[src/pkg/ulms_params.svh]
`ifndef ULMS_PARAMS_SVH
`define ULMS_PARAMS_SVH
// ****************************************
// Line condition flag bit positions
// ****************************************
`define ULMS_LCF_DR       0
`define ULMS_LCF_OE       1
`define ULMS_LCF_PE       2
`define ULMS_LCF_RST      8'h00
// ****************************************
// Handshake input flag bit positions
// ****************************************
`define ULMS_HIF_DCTS     0
`define ULMS_HIF_DDSR     1
`define ULMS_HIF_TERI     2
`define ULMS_HIF_DCD      3
`define ULMS_DELTA_RST    4'h0
`define ULMS_LVL_RST      4'hf
// ****************************************
// Handshake output control bit positions
// ****************************************
`define ULMS_HOC_DTR      0
`define ULMS_HOC_RTS      1
`define ULMS_HOC_OP1      2
`define ULMS_HOC_OP2      3
// ****************************************
// Timing
// ****************************************
`define ULMS_SETTLE       3
`endif

[src/pkg/ulms_pkg.sv]
package ulms_pkg;
    // Receive datapath event carrier
    typedef struct packed {
        logic done;
        logic parity_bad;
    } ulms_rx_evt_t;
    // Active-low modem pins, order matches flags 7..4
    typedef struct packed {
        logic carrier_detect_in_n;
        logic ring_indicator_in_n;
        logic dsr_n;
        logic cts_n;
    } ulms_modem_n_t;
    // Change detector state
    typedef enum logic [0:0] {
        ULMS_SETTLE,
        ULMS_RUN
    } ulms_state_t;
endpackage

[src/rtl/ulms_status.sv]
// Functional notes
// - Parity error flag; FIFO mode follows top
// - Overrun flag when char completes, FIFO full
// - Overrun character never pushed into FIFO
// - Data ready high while data held
// - Data ready low when nothing held
// - Change bits set on qualifying input change
// - Reading handshake flags clears change bits
// - Bits 7..4 show inverted modem pins
// - Loop-back: bit7 op2, bit6 op1
// - Loop-back: bit5 dtr, bit4 rts
// - Bits 3,1,0 set on either-direction change
// - Bit 2 set only on ring trailing edge
// - Modem interrupt while any change bit set
// - Reset: change bits zero, levels bits 7..4 zero
// - Reset: line flags 4..0 zero
`timescale 1ns/1ps
`default_nettype none
`include "ulms_params.svh"

module ulms_status #(
    parameter int SETTLE_CYCLES = `ULMS_SETTLE
) (
    // Clock and reset
    input  wire logic                   clock,
    input  wire logic                   rst,
    // Receive datapath, same clock
    input  wire ulms_pkg::ulms_rx_evt_t rx_evt,
    input  wire logic                   rx_fifo_full,
    input  wire logic                   rx_fifo_mode,
    input  wire logic                   rx_top_parity_err,
    input  wire logic                   rx_data_avail,
    output logic                        rx_push,
    // Modem pins, asynchronous
    input  wire ulms_pkg::ulms_modem_n_t modem_n,
    // Control from the modem control register
    input  wire logic [3:0]             handshake_output_control,
    input  wire logic                   loop_mode,
    // Host read strobes and read data
    input  wire logic                   lcf_read,
    input  wire logic                   hif_read,
    output logic [7:0]                  line_condition_flags,
    output logic [7:0]                  handshake_input_flags,
    output logic                        modem_irq
);

    // ****************************************
    // Elaboration checks
    // ****************************************
    // Fewer than 4 cycles let the sync chain's reset value look like an edge; this check rejects only values below 3
    if (SETTLE_CYCLES < 3 || SETTLE_CYCLES > 15) begin : g_bad_settle
        $error("SETTLE_CYCLES must lie in 3..15");
    end

    // ****************************************
    // Line condition flags
    // ****************************************
    logic pe_r, pe_nxt;
    logic oe_r, oe_nxt;
    logic dr_r, dr_nxt;

    // Character is handed to the FIFO only when there is room
    assign rx_push = rx_evt.done && !rx_fifo_full;

    // Next flags; a new event beats a clearing read
    always_comb begin
        if (rx_fifo_mode) begin
            pe_nxt = rx_top_parity_err;
        end else if (rx_evt.done && rx_evt.parity_bad) begin
            pe_nxt = 1'b1;
        end else if (lcf_read) begin
            pe_nxt = 1'b0;
        end else begin
            pe_nxt = pe_r;
        end
        if (rx_evt.done && rx_fifo_full) begin
            oe_nxt = 1'b1;
        end else if (lcf_read) begin
            oe_nxt = 1'b0;
        end else begin
            oe_nxt = oe_r;
        end
        dr_nxt = rx_data_avail;
    end

    // Register the flags
    always_ff @(posedge clock or posedge rst) begin
        if (rst) begin
            pe_r <= 1'b0;
            oe_r <= 1'b0;
            dr_r <= 1'b0;
        end else begin
            pe_r <= pe_nxt;
            oe_r <= oe_nxt;
            dr_r <= dr_nxt;
        end
    end

    // Upper bits belong to other blocks and read as zero here
    always_comb begin
        line_condition_flags = `ULMS_LCF_RST;
        line_condition_flags[`ULMS_LCF_PE] = pe_r;
        line_condition_flags[`ULMS_LCF_OE] = oe_r;
        line_condition_flags[`ULMS_LCF_DR] = dr_r;
    end

    // ****************************************
    // Modem pin synchronisers
    // ****************************************
    logic [3:0] pin_n;
    logic [3:0] s1_r;
    logic [3:0] s2_r;
    logic [3:0] s3_r;
    logic [3:0] lvl_r, lvl_nxt;

    assign pin_n = modem_n;

    // Three stages per pin; first stage feeds only the second
    for (genvar i = 0; i < 4; i++) begin : g_sync
        always_ff @(posedge clock or posedge rst) begin
            if (rst) begin
                s1_r[i] <= 1'b1;
                s2_r[i] <= 1'b1;
                s3_r[i] <= 1'b1;
            end else begin
                s1_r[i] <= pin_n[i];
                s2_r[i] <= s1_r[i];
                s3_r[i] <= s2_r[i];
            end
        end
        // Level moves only once two late stages agree
        always_comb begin
            lvl_nxt[i] = (s2_r[i] == s3_r[i]) ? s3_r[i] : lvl_r[i];
        end
    end

    // Register filtered levels
    always_ff @(posedge clock or posedge rst) begin
        if (rst) begin
            lvl_r <= `ULMS_LVL_RST;
        end else begin
            lvl_r <= lvl_nxt;
        end
    end

    // ****************************************
    // Handshake input flags
    // ****************************************
    localparam int CW = 4;
    ulms_pkg::ulms_state_t st_r, st_nxt;
    logic [CW-1:0] cnt_r, cnt_nxt;
    logic [3:0]    up_r, up_nxt;
    logic [3:0]    loop_map;
    logic [3:0]    delta_set;
    logic [3:0]    delta_r, delta_nxt;

    // Loop-back returns the control outputs instead of the pins
    assign loop_map = {handshake_output_control[`ULMS_HOC_OP2],
                       handshake_output_control[`ULMS_HOC_OP1],
                       handshake_output_control[`ULMS_HOC_DTR],
                       handshake_output_control[`ULMS_HOC_RTS]};

    // Settle after reset; the chain's fill counts as a change unless SETTLE_CYCLES is 4 or more
    always_comb begin
        st_nxt  = st_r;
        cnt_nxt = cnt_r;
        case (st_r)
            ulms_pkg::ULMS_SETTLE: begin
                cnt_nxt = cnt_r + 1'b1;
                if (cnt_r == CW'(SETTLE_CYCLES)) begin
                    st_nxt = ulms_pkg::ULMS_RUN;
                end
            end
            ulms_pkg::ULMS_RUN: begin
                cnt_nxt = cnt_r;
            end
            default: begin
                st_nxt = ulms_pkg::ULMS_SETTLE;
            end
        endcase
    end

    // Levels, edge qualification and sticky change bits
    always_comb begin
        up_nxt = loop_mode ? loop_map : ~lvl_r;
        delta_set[3] = up_nxt[3] ^ up_r[3];
        delta_set[2] = up_r[2] && !up_nxt[2];
        delta_set[1] = up_nxt[1] ^ up_r[1];
        delta_set[0] = up_nxt[0] ^ up_r[0];
        if (st_r != ulms_pkg::ULMS_RUN) begin
            delta_set = 4'h0;
        end
        // Set wins over the clearing read
        delta_nxt = (hif_read ? 4'h0 : delta_r) | delta_set;
    end

    // Register the handshake state
    always_ff @(posedge clock or posedge rst) begin
        if (rst) begin
            st_r    <= ulms_pkg::ULMS_SETTLE;
            cnt_r   <= '0;
            up_r    <= ~`ULMS_LVL_RST;
            delta_r <= `ULMS_DELTA_RST;
        end else begin
            st_r    <= st_nxt;
            cnt_r   <= cnt_nxt;
            up_r    <= up_nxt;
            delta_r <= delta_nxt;
        end
    end

    assign handshake_input_flags = {up_r, delta_r};
    // Level interrupt, drops only when every change bit is read away
    assign modem_irq = |delta_r;
endmodule // ulms_status

`default_nettype wire

[config.mk]
export PLATFORM = sky130hd
export DESIGN_NAME = ulms_status
export DESIGN_NICKNAME = d
export VERILOG_FILES = /design/src/pkg/ulms_pkg.sv /design/src/rtl/ulms_status.sv
export VERILOG_INCLUDE_DIRS = /design/src /design/src/pkg
export SDC_FILE = /design/constraint.sdc
export NUM_CORES = 1
export LEC_CHECK = 0
export ABC_AREA = 1
export BUFFER_PORTS_ARGS = -buffer_cell sky130_fd_sc_hd__clkbuf_2
export CORE_MARGIN = 5
export CORE_UTILIZATION = 50
export CTS_CLUSTER_SIZE = 12
export DETAILED_ROUTE_END_ITERATION = 7
export GPL_TIMING_DRIVEN = 0
export PLACE_DENSITY = 0.85
export SETUP_SLACK_MARGIN = 0.05
export SLEW_MARGIN = 20
export SYNTH_ARGS = -nofsm -noshare
export SYNTH_HDL_FRONTEND = slang
export SYNTH_SLANG_ARGS = --single-unit
[constraint.sdc]
create_clock -name clock -period 1.6 [get_ports clock]
set_clock_uncertainty 0.2 [all_clocks]
set_input_delay 0.08 -clock clock [delete_from_list [all_inputs] [get_ports clock]]
set_output_delay 0.08 -clock clock [all_outputs]
set_load 0.05 [all_outputs]
==> impl_metrics.py, run 1 <==
metrics = {
    "status": {
        "status": "completed",
    },
    "clock_network": {
        "path_clk_slew_ps": 100,
        "cts_setup_buffers": 0,
        "cts_tree": "yes",
        "ctsRootBufferMaster": "clkbuf_4",
        "clk_path_buf_depth": 2,
        "clock_latency_ps": 330,
        "ctsResizeCount": 0,
        "cts_hold_buf": 16,
        "h-tree-depth": 2,
        "cts.sinks": 32,
        "cts_made_buffers": 5,
    },
    "yosys": {
        "synth_top_area_share": 0.322,
        "yosysMostFrequentCell": "nand2_1",
        "ys_ff_latch": 32,
        "synth_flop_cell": "dfstp_2",
        "synth_top_cells_by_area": "dfstp_2 (32%), dfrtp_1 (31%), nand2_1 (8.1%)",
        "syn_area_per_cell_um2": 11.0,
        "yosysSeqAreaShare": 0.630,
        "synth_edf_count": 0,
        "yosysTopAreaCell": "dfstp_2",
        "synth_common_cells": "nand2_1 (28), dfrtp_1 (16), dfstp_2 (16)",
        "ys_async_sr_fraction": 1.00,
        "synth.distinct_cells": 24,
        "synth_cells": 118,
        "netlist_area_um2": 1300,
        "ys.warnings.count": 0,
    },
    "sta": {
        "hold_viol": 0,
        "slew_headroom": 0.593,
        "post-route-worst-setup-slack_ps": 123,
        "tns_ps": 0,
        "fin_crit_sh": 0.923,
        "drv_slew": 0,
        "worst_pin_slew_ps": 609,
        "max_freq_ghz": 0.677,
        "fin_crit_ps": 1480,
        "setup_violations": 0,
        "rsz0062_at_grt": "false",
    },
    "placement": {
        "dp.cells": 182,
        "gp_congestion": 0.775,
        "hpwlAfterDp_um": 1760,
        "place_ws_ps": 276,
        "io_buffer_count": 30,
        "placed_area_um2": 1510,
    },
    "cells_and_area": {
        "fill_cells": 187,
        "final_cells": 206,
        "multiInputGateArea_um2": 347,
        "final_util": 0.697,
        "finalInstanceArea_um2": 1730,
        "nets": 195,
        "num_antenna_cells": 0,
        "seqCellArea_um2": 821,
        "area_growth_pct": 32.5,
        "layout-drive-gt1-share": 0.420,
    },
    "die": {
        "start_util": 0.526,
        "die_w_um": 61.1,
        "dieArea_um2": 3730,
        "dieHeight_um": 61.1,
        "fp-row-count": 18,
        "core_region_area_um2": 2480,
        "io-pin-count": 37,
    },
    "drt": {
        "drc": 0,
        "num_vias": 963,
        "avgViaCountPerCell": 4.67,
        "ant_nets": 0,
        "first_pass_iters": 4,
        "routed_wl_um": 2440,
        "first_iter_violations": 26,
        "wl_per_cell_um": 11.9,
    },
    "global_routing": {
        "grt_pass1_vias": 977,
        "grt_max_degree": 33,
        "grt_pass1_wl_um": 4100,
        "overflow": 0,
        "antenna_found_initial": 0,
        "grt_usage": 0.157,
    },
    "pwr": {
        "swShare": 0.308,
        "p_leak_nw": 0.906,
        "switchingPower_mw": 0.541,
        "p_clk_frac": 0.270,
        "pwr-share-comb": 0.205,
        "cellPowerDensity_nw_per_um2": 1020,
        "p_seq_frac": 0.525,
        "power.internal_mw": 1.21,
        "vdd_drop_max_mv": 0.723,
    },
    "worst_hold_path": {
        "hp-class": "in2async",
    },
    "setup_path": {
        "path_class": "reg2reg",
        "crit_path_end_kind": "flip-flop",
        "worstPathArrival_ps": 1490,
        "critPathRequiredTime_ps": 1620,
        "start_kind": "flip-flop",
        "crit_fanout": 2,
    },
    "job": {
        "maxCapViolCount": 0,
    },
}
==> worst max-delay path, cell delays in order (launching register included) <==
cell           delay (ps)
dfrtp_1               390
a21oi_1               160
a22oi_1                80
dlygate4sd3_1         550
==> state kept, by name, indices dropped and copies added, names as in the netlist, 4 cells and up <==
register	flops
s3_r	4
s2_r	4
delta_r	4
cnt_r	4
s1_r	4
lvl_r	4
up_r	4
==> power groups by stage <==
stage,logic (mW),registers [mW],clock network (mW)
after floorplan,0.165,1.01,0
after global placement,0.320,0.930,0
after global routing,0.387,0.929,0.532
after detailed placement,0.329,0.936,0
final,0.360,0.921,0.473
after CTS,0.362,0.922,0.498
==> path summary, 6_finish.rpt <==
| path | depth (start not counted) | to | slack, ps | from |
|---|---|---|---|---|
| min in group clock | 0 | s2_r[3]$_DFF_PP1_ | 160 | s1_r[3]$_DFF_PP1_ |
| max in group asynchronous | 3 | dr_r$_DFF_PP0_ | 640 | rst |
| max | 3 | pe_r$_DFFE_PP0P_ | 120 | pe_r$_DFFE_PP0P_ |
| min | 3 | up_r[0]$_DFF_PP0_ | 160 | rst |
| max reg2reg | 3 | pe_r$_DFFE_PP0P_ | 120 | pe_r$_DFFE_PP0P_ |
| min reg2reg | 0 | s2_r[3]$_DFF_PP1_ | 160 | s1_r[3]$_DFF_PP1_ |
==> routing by layer <==
layer / share of wire / track usage
met2: 0.51 / 0.273
met5: 0 / 0
met3: 0.094 / 0.0650
met4: 0.027 / 0.0836
met1: 0.36 / 0.159
==> stage by stage <==
| stage | hold WS [ps] | total power, mW |
|---|---|---|
| finish | 161 | 1.75 |
| CTS | 152 | 1.78 |
| global route | 152 | 1.85 |
| detailed placement | -30.3 | 1.26 |
| global placement | -32.9 | 1.25 |
| floorplan | -116 | 1.18 |
==> cells by family after synthesis <==
| family | Yosys count | share of synthesized area |
|---|---|---|
| buffers and inverters | 27 | 0.116 |
| adders and majority gates | 5 | 0.0403 |
| other | 1 | 0.00288 |
| DFF | 32 | 0.630 |
| AOI/OAI and AO/OA | 6 | 0.0278 |
| and+or+nand+nor | 44 | 0.163 |
| xor gates and xnor gates | 3 | 0.0202 |
==> cells in the final DEF, fill, tap and decap left out <==
| master | netlist | routed |
|---|---|---|
| dlygate4sd3_1 | 0 | 16 |
| clkinv_2 | 0 | 2 |
| inv_6 | 1 | 1 |
| xnor2_1 | 2 | 2 |
| xor2_1 | 1 | 1 |
| o21ai_0 | 1 | 1 |
| nand3_2 | 3 | 3 |
| clkbuf_8 | 0 | 1 |
| buf_4 | 8 | 8 |
| nand2_1 | 28 | 28 |
| inv_2 | 1 | 2 |
| nand2_2 | 2 | 2 |
| a21oi_1 | 1 | 1 |
| nand4_2 | 1 | 1 |
| o21ai_1 | 2 | 2 |
| buf_6 | 2 | 2 |
| nor2_1 | 3 | 3 |
| a22o_1 | 1 | 1 |
| clkbuf_2 | 0 | 30 |
| a22oi_1 | 1 | 1 |
| maj3_1 | 4 | 4 |
| clkbuf_4 | 0 | 5 |
| nand3_1 | 6 | 6 |
| dfrtp_1 | 16 | 16 |
| conb_1 | 1 | 5 |
| inv_1 | 15 | 14 |
| nand2_4 | 1 | 1 |
| dfstp_2 | 16 | 16 |
| ha_1 | 1 | 1 |
==> cell type report <==
type                    count  share of cell area
clock inverters             2             0.00579
multi-input cells          63               0.201
well taps                  30              0.0217
repair buffers             46               0.180
flip-flops and latches     32               0.475
plain buffers              10              0.0478
inverters                  17              0.0398
clock buffers               6              0.0297
Note: power is estimated with default switching activity, not from simulation.
==> inputs of run 2 (changes only) <==
- CORE_UTILIZATION: 50 -> 45
- PLACE_DENSITY: 0.85 -> 0.79
==> run 2 against run 1 <==
  * The run now ends with hold timing left
  * Combinational power up 4%
  * Worst hold slack worse by 200 ps
  * Via count increased by 3.4%
  * Global-route usage decreased by 0.73 points
  * Power up 0.38%
  * Worst setup slack worse by 55 ps
  * Final cell count increased by 2.4%
  * Clock-buffer cell count grew 2
  * Sequential cell count is the same
  * Design area is 3.0% higher
  * Sequential share of layout area shrank 1.4 points
  * Critical endpoint is now up_r[1]$_DFF_PP0_
  * Clock power decreased by 2%
==> impl_metrics.py, run 2 (synthesis gave the netlist of run 1 again) <==
metrics = {
    "pwr": {
        "p_leak_nw": 0.919,
        "cellPowerDensity_nw_per_um2": 989,
        "vdd_drop_max_mv": 0.763,
    },
    "drt": {
        "routed_wl_um": 2680,
        "wl_per_cell_um": 12.7,
        "avgViaCountPerCell": 4.72,
        "drc": 0,
        "ant_nets": 0,
        "first_iter_violations": 29,
        "num_vias": 996,
        "first_pass_iters": 4,
    },
    "setup_path": {
        "worstRegToRegCells": 3,
        "path_class": "in2reg",
        "crit_path_end_kind": "flip-flop",
        "critPathCapture": "up_r[1]$_DFF_PP0_",
        "start_kind": "input port",
        "critPathRequiredTime_ps": 1630,
        "cpMaxStageDelayCell": "dlygate4sd3_1",
        "crit_start": "loop_mode",
        "critPathMaxStageDelay_ps": 630,
        "r2r_end": "pe_r$_DFFE_PP0P_",
        "timing.reg2reg.setup_slack_ps": 110,
        "crit_chain": "buf_6 -> dlygate4sd3_1 -> nand2_1 -> dlygate4sd3_1 -> nand2_1",
        "r2r_start": "pe_r$_DFFE_PP0P_",
        "worstPathArrival_ps": 1560,
        "crit_fanout": 6,
    },
    "cells_and_area": {
        "final_util": 0.646,
        "layout-drive-gt1-share": 0.406,
        "layout_commonest_cell": "clkbuf_2",
        "final_cell_mix": "clkbuf_2 (29), nand2_1 (28), dlygate4sd3_1 (21)",
        "fill_cells": 216,
        "nets": 199,
        "area_growth_pct": 36.6,
        "num_antenna_cells": 0,
    },
    "die": {
        "core_region_area_um2": 2760,
        "die_w_um": 63.8,
        "start_util": 0.473,
        "fp-row-count": 19,
        "dieArea_um2": 4070,
        "io-pin-count": 37,
        "dieHeight_um": 63.8,
    },
    "clock_network": {
        "clk_path_buf_depth": 2,
        "path_clk_slew_ps": 90,
        "cts.sinks": 32,
        "cts_tree": "yes",
        "clock_latency_ps": 330,
        "cts_made_buffers": 5,
        "h-tree-depth": 2,
        "cts_setup_buffers": 0,
        "ctsRootBufferMaster": "clkbuf_4",
    },
    "sta": {
        "drv_slew": 0,
        "tns_ps": 0,
        "fin_crit_ps": 1530,
        "setup_violations": 0,
        "rsz0062_at_grt": "false",
        "hold-worst-slack_ps": -36.4,
        "worst_pin_slew_ps": 636,
        "hold_viol": 1,
        "fin_crit_sh": 0.958,
        "max_freq_ghz": 0.653,
        "slew_headroom": 0.575,
    },
    "worst_hold_path": {
        "hp-class": "in2reg",
    },
    "status": {
        "violations": "hold timing",
        "status": "finished with violations",
    },
    "placement": {
        "gp_congestion": 0.777,
        "io_buffer_count": 30,
        "hpwlAfterDp_um": 1690,
    },
    "global_routing": {
        "busiest_layer": "met2",
        "grtUsageMet1": 0.139,
        "grt_usage": 0.150,
        "grt_pass1_wl_um": 4760,
        "overflow": 0,
        "grt_max_degree": 33,
        "met2_usage": 0.268,
        "met3_usage": 0.0753,
        "antenna_found_initial": 0,
        "grt_pass1_vias": 1141,
    },
    "job": {
        "maxCapViolCount": 0,
    },
}
==> run 2: cell types whose count changed in the layout (fill, tap and decap cells not counted), sizes merged <==
cell	delta
dlygate4sd3	+5
clkbuf	+1
clkinv	-2
==> run 2: how the worst min path moves through the flow <==
stage | start | endpoint | slack, ps | depth (start not counted)
after floorplan | modem_n[0] | s1_r[0]$_DFF_PP1_ | -120 | 0
after global placement | modem_n[2] | s1_r[2]$_DFF_PP1_ | -30 | 1
after detailed placement | modem_n[2] | s1_r[2]$_DFF_PP1_ | -30 | 1
after CTS | rst | cnt_r[0]$_DFFE_PP0N_ | -140 | 2
after global routing | loop_mode | delta_r[0]$_DFF_PP0_ | 20 | 5
final | loop_mode | delta_r[0]$_DFF_PP0_ | -40 | 5
==> run 2: layout make-up <==
type / count / area, µm² / share of cell area
sequential: 32 / 821 / 0.461
multi-input combinational: 63 / 355 / 0.200
timing repair buffer: 50 / 355 / 0.200
buffer: 10 / 82.6 / 0.0464
inverter: 17 / 68.8 / 0.0387
clock buffer: 8 / 58.8 / 0.0330
tap: 31 / 38.8 / 0.0218
==> run 2: power breakdown <==
group	internal, mW	switching, mW
Combinational	0.129	0.247
Sequential	0.884	0.0377
Clock	0.217	0.246
==> run 2: worst max-delay path: cells and delay by family <==
kind,cells,cell delay [ps]
buf+inv,3,1300
simple gates,2,180
==> run 2: layer usage <==
layer / wire length [µm] / vias up / share of wire
met3: 266 / 7 / 0.099
met5: 0 / - / 0
met1: 926 / 477 / 0.35
met4: 51 / 0 / 0.019
li1: - / 472 / -
met2: 1430 / 40 / 0.53
==> run 2: stage by stage <==
stage | worst slack, ps | std cells | instance area (µm²) | power [mW]
final | 67.7 | 211 | 1780 | 1.76
after floorplan | 245 | 122 | 1320 | 1.18
after detailed placement | 241 | 183 | 1510 | 1.26
after global placement | 316 | 183 | 1510 | 1.25
after global routing | 54.4 | 211 | 1780 | 1.86
after CTS | 69.1 | 213 | 1790 | 1.78
==> run 2: timing repair <==
| item | in CTS | in global routing |
|---|---|---|
| gates resized for setup | 0 | 2 |
| setup endpoints to repair | 0 | 4 |
| hold buffers | 22 | 2 |
| hold endpoints to repair | 31 | 18 |
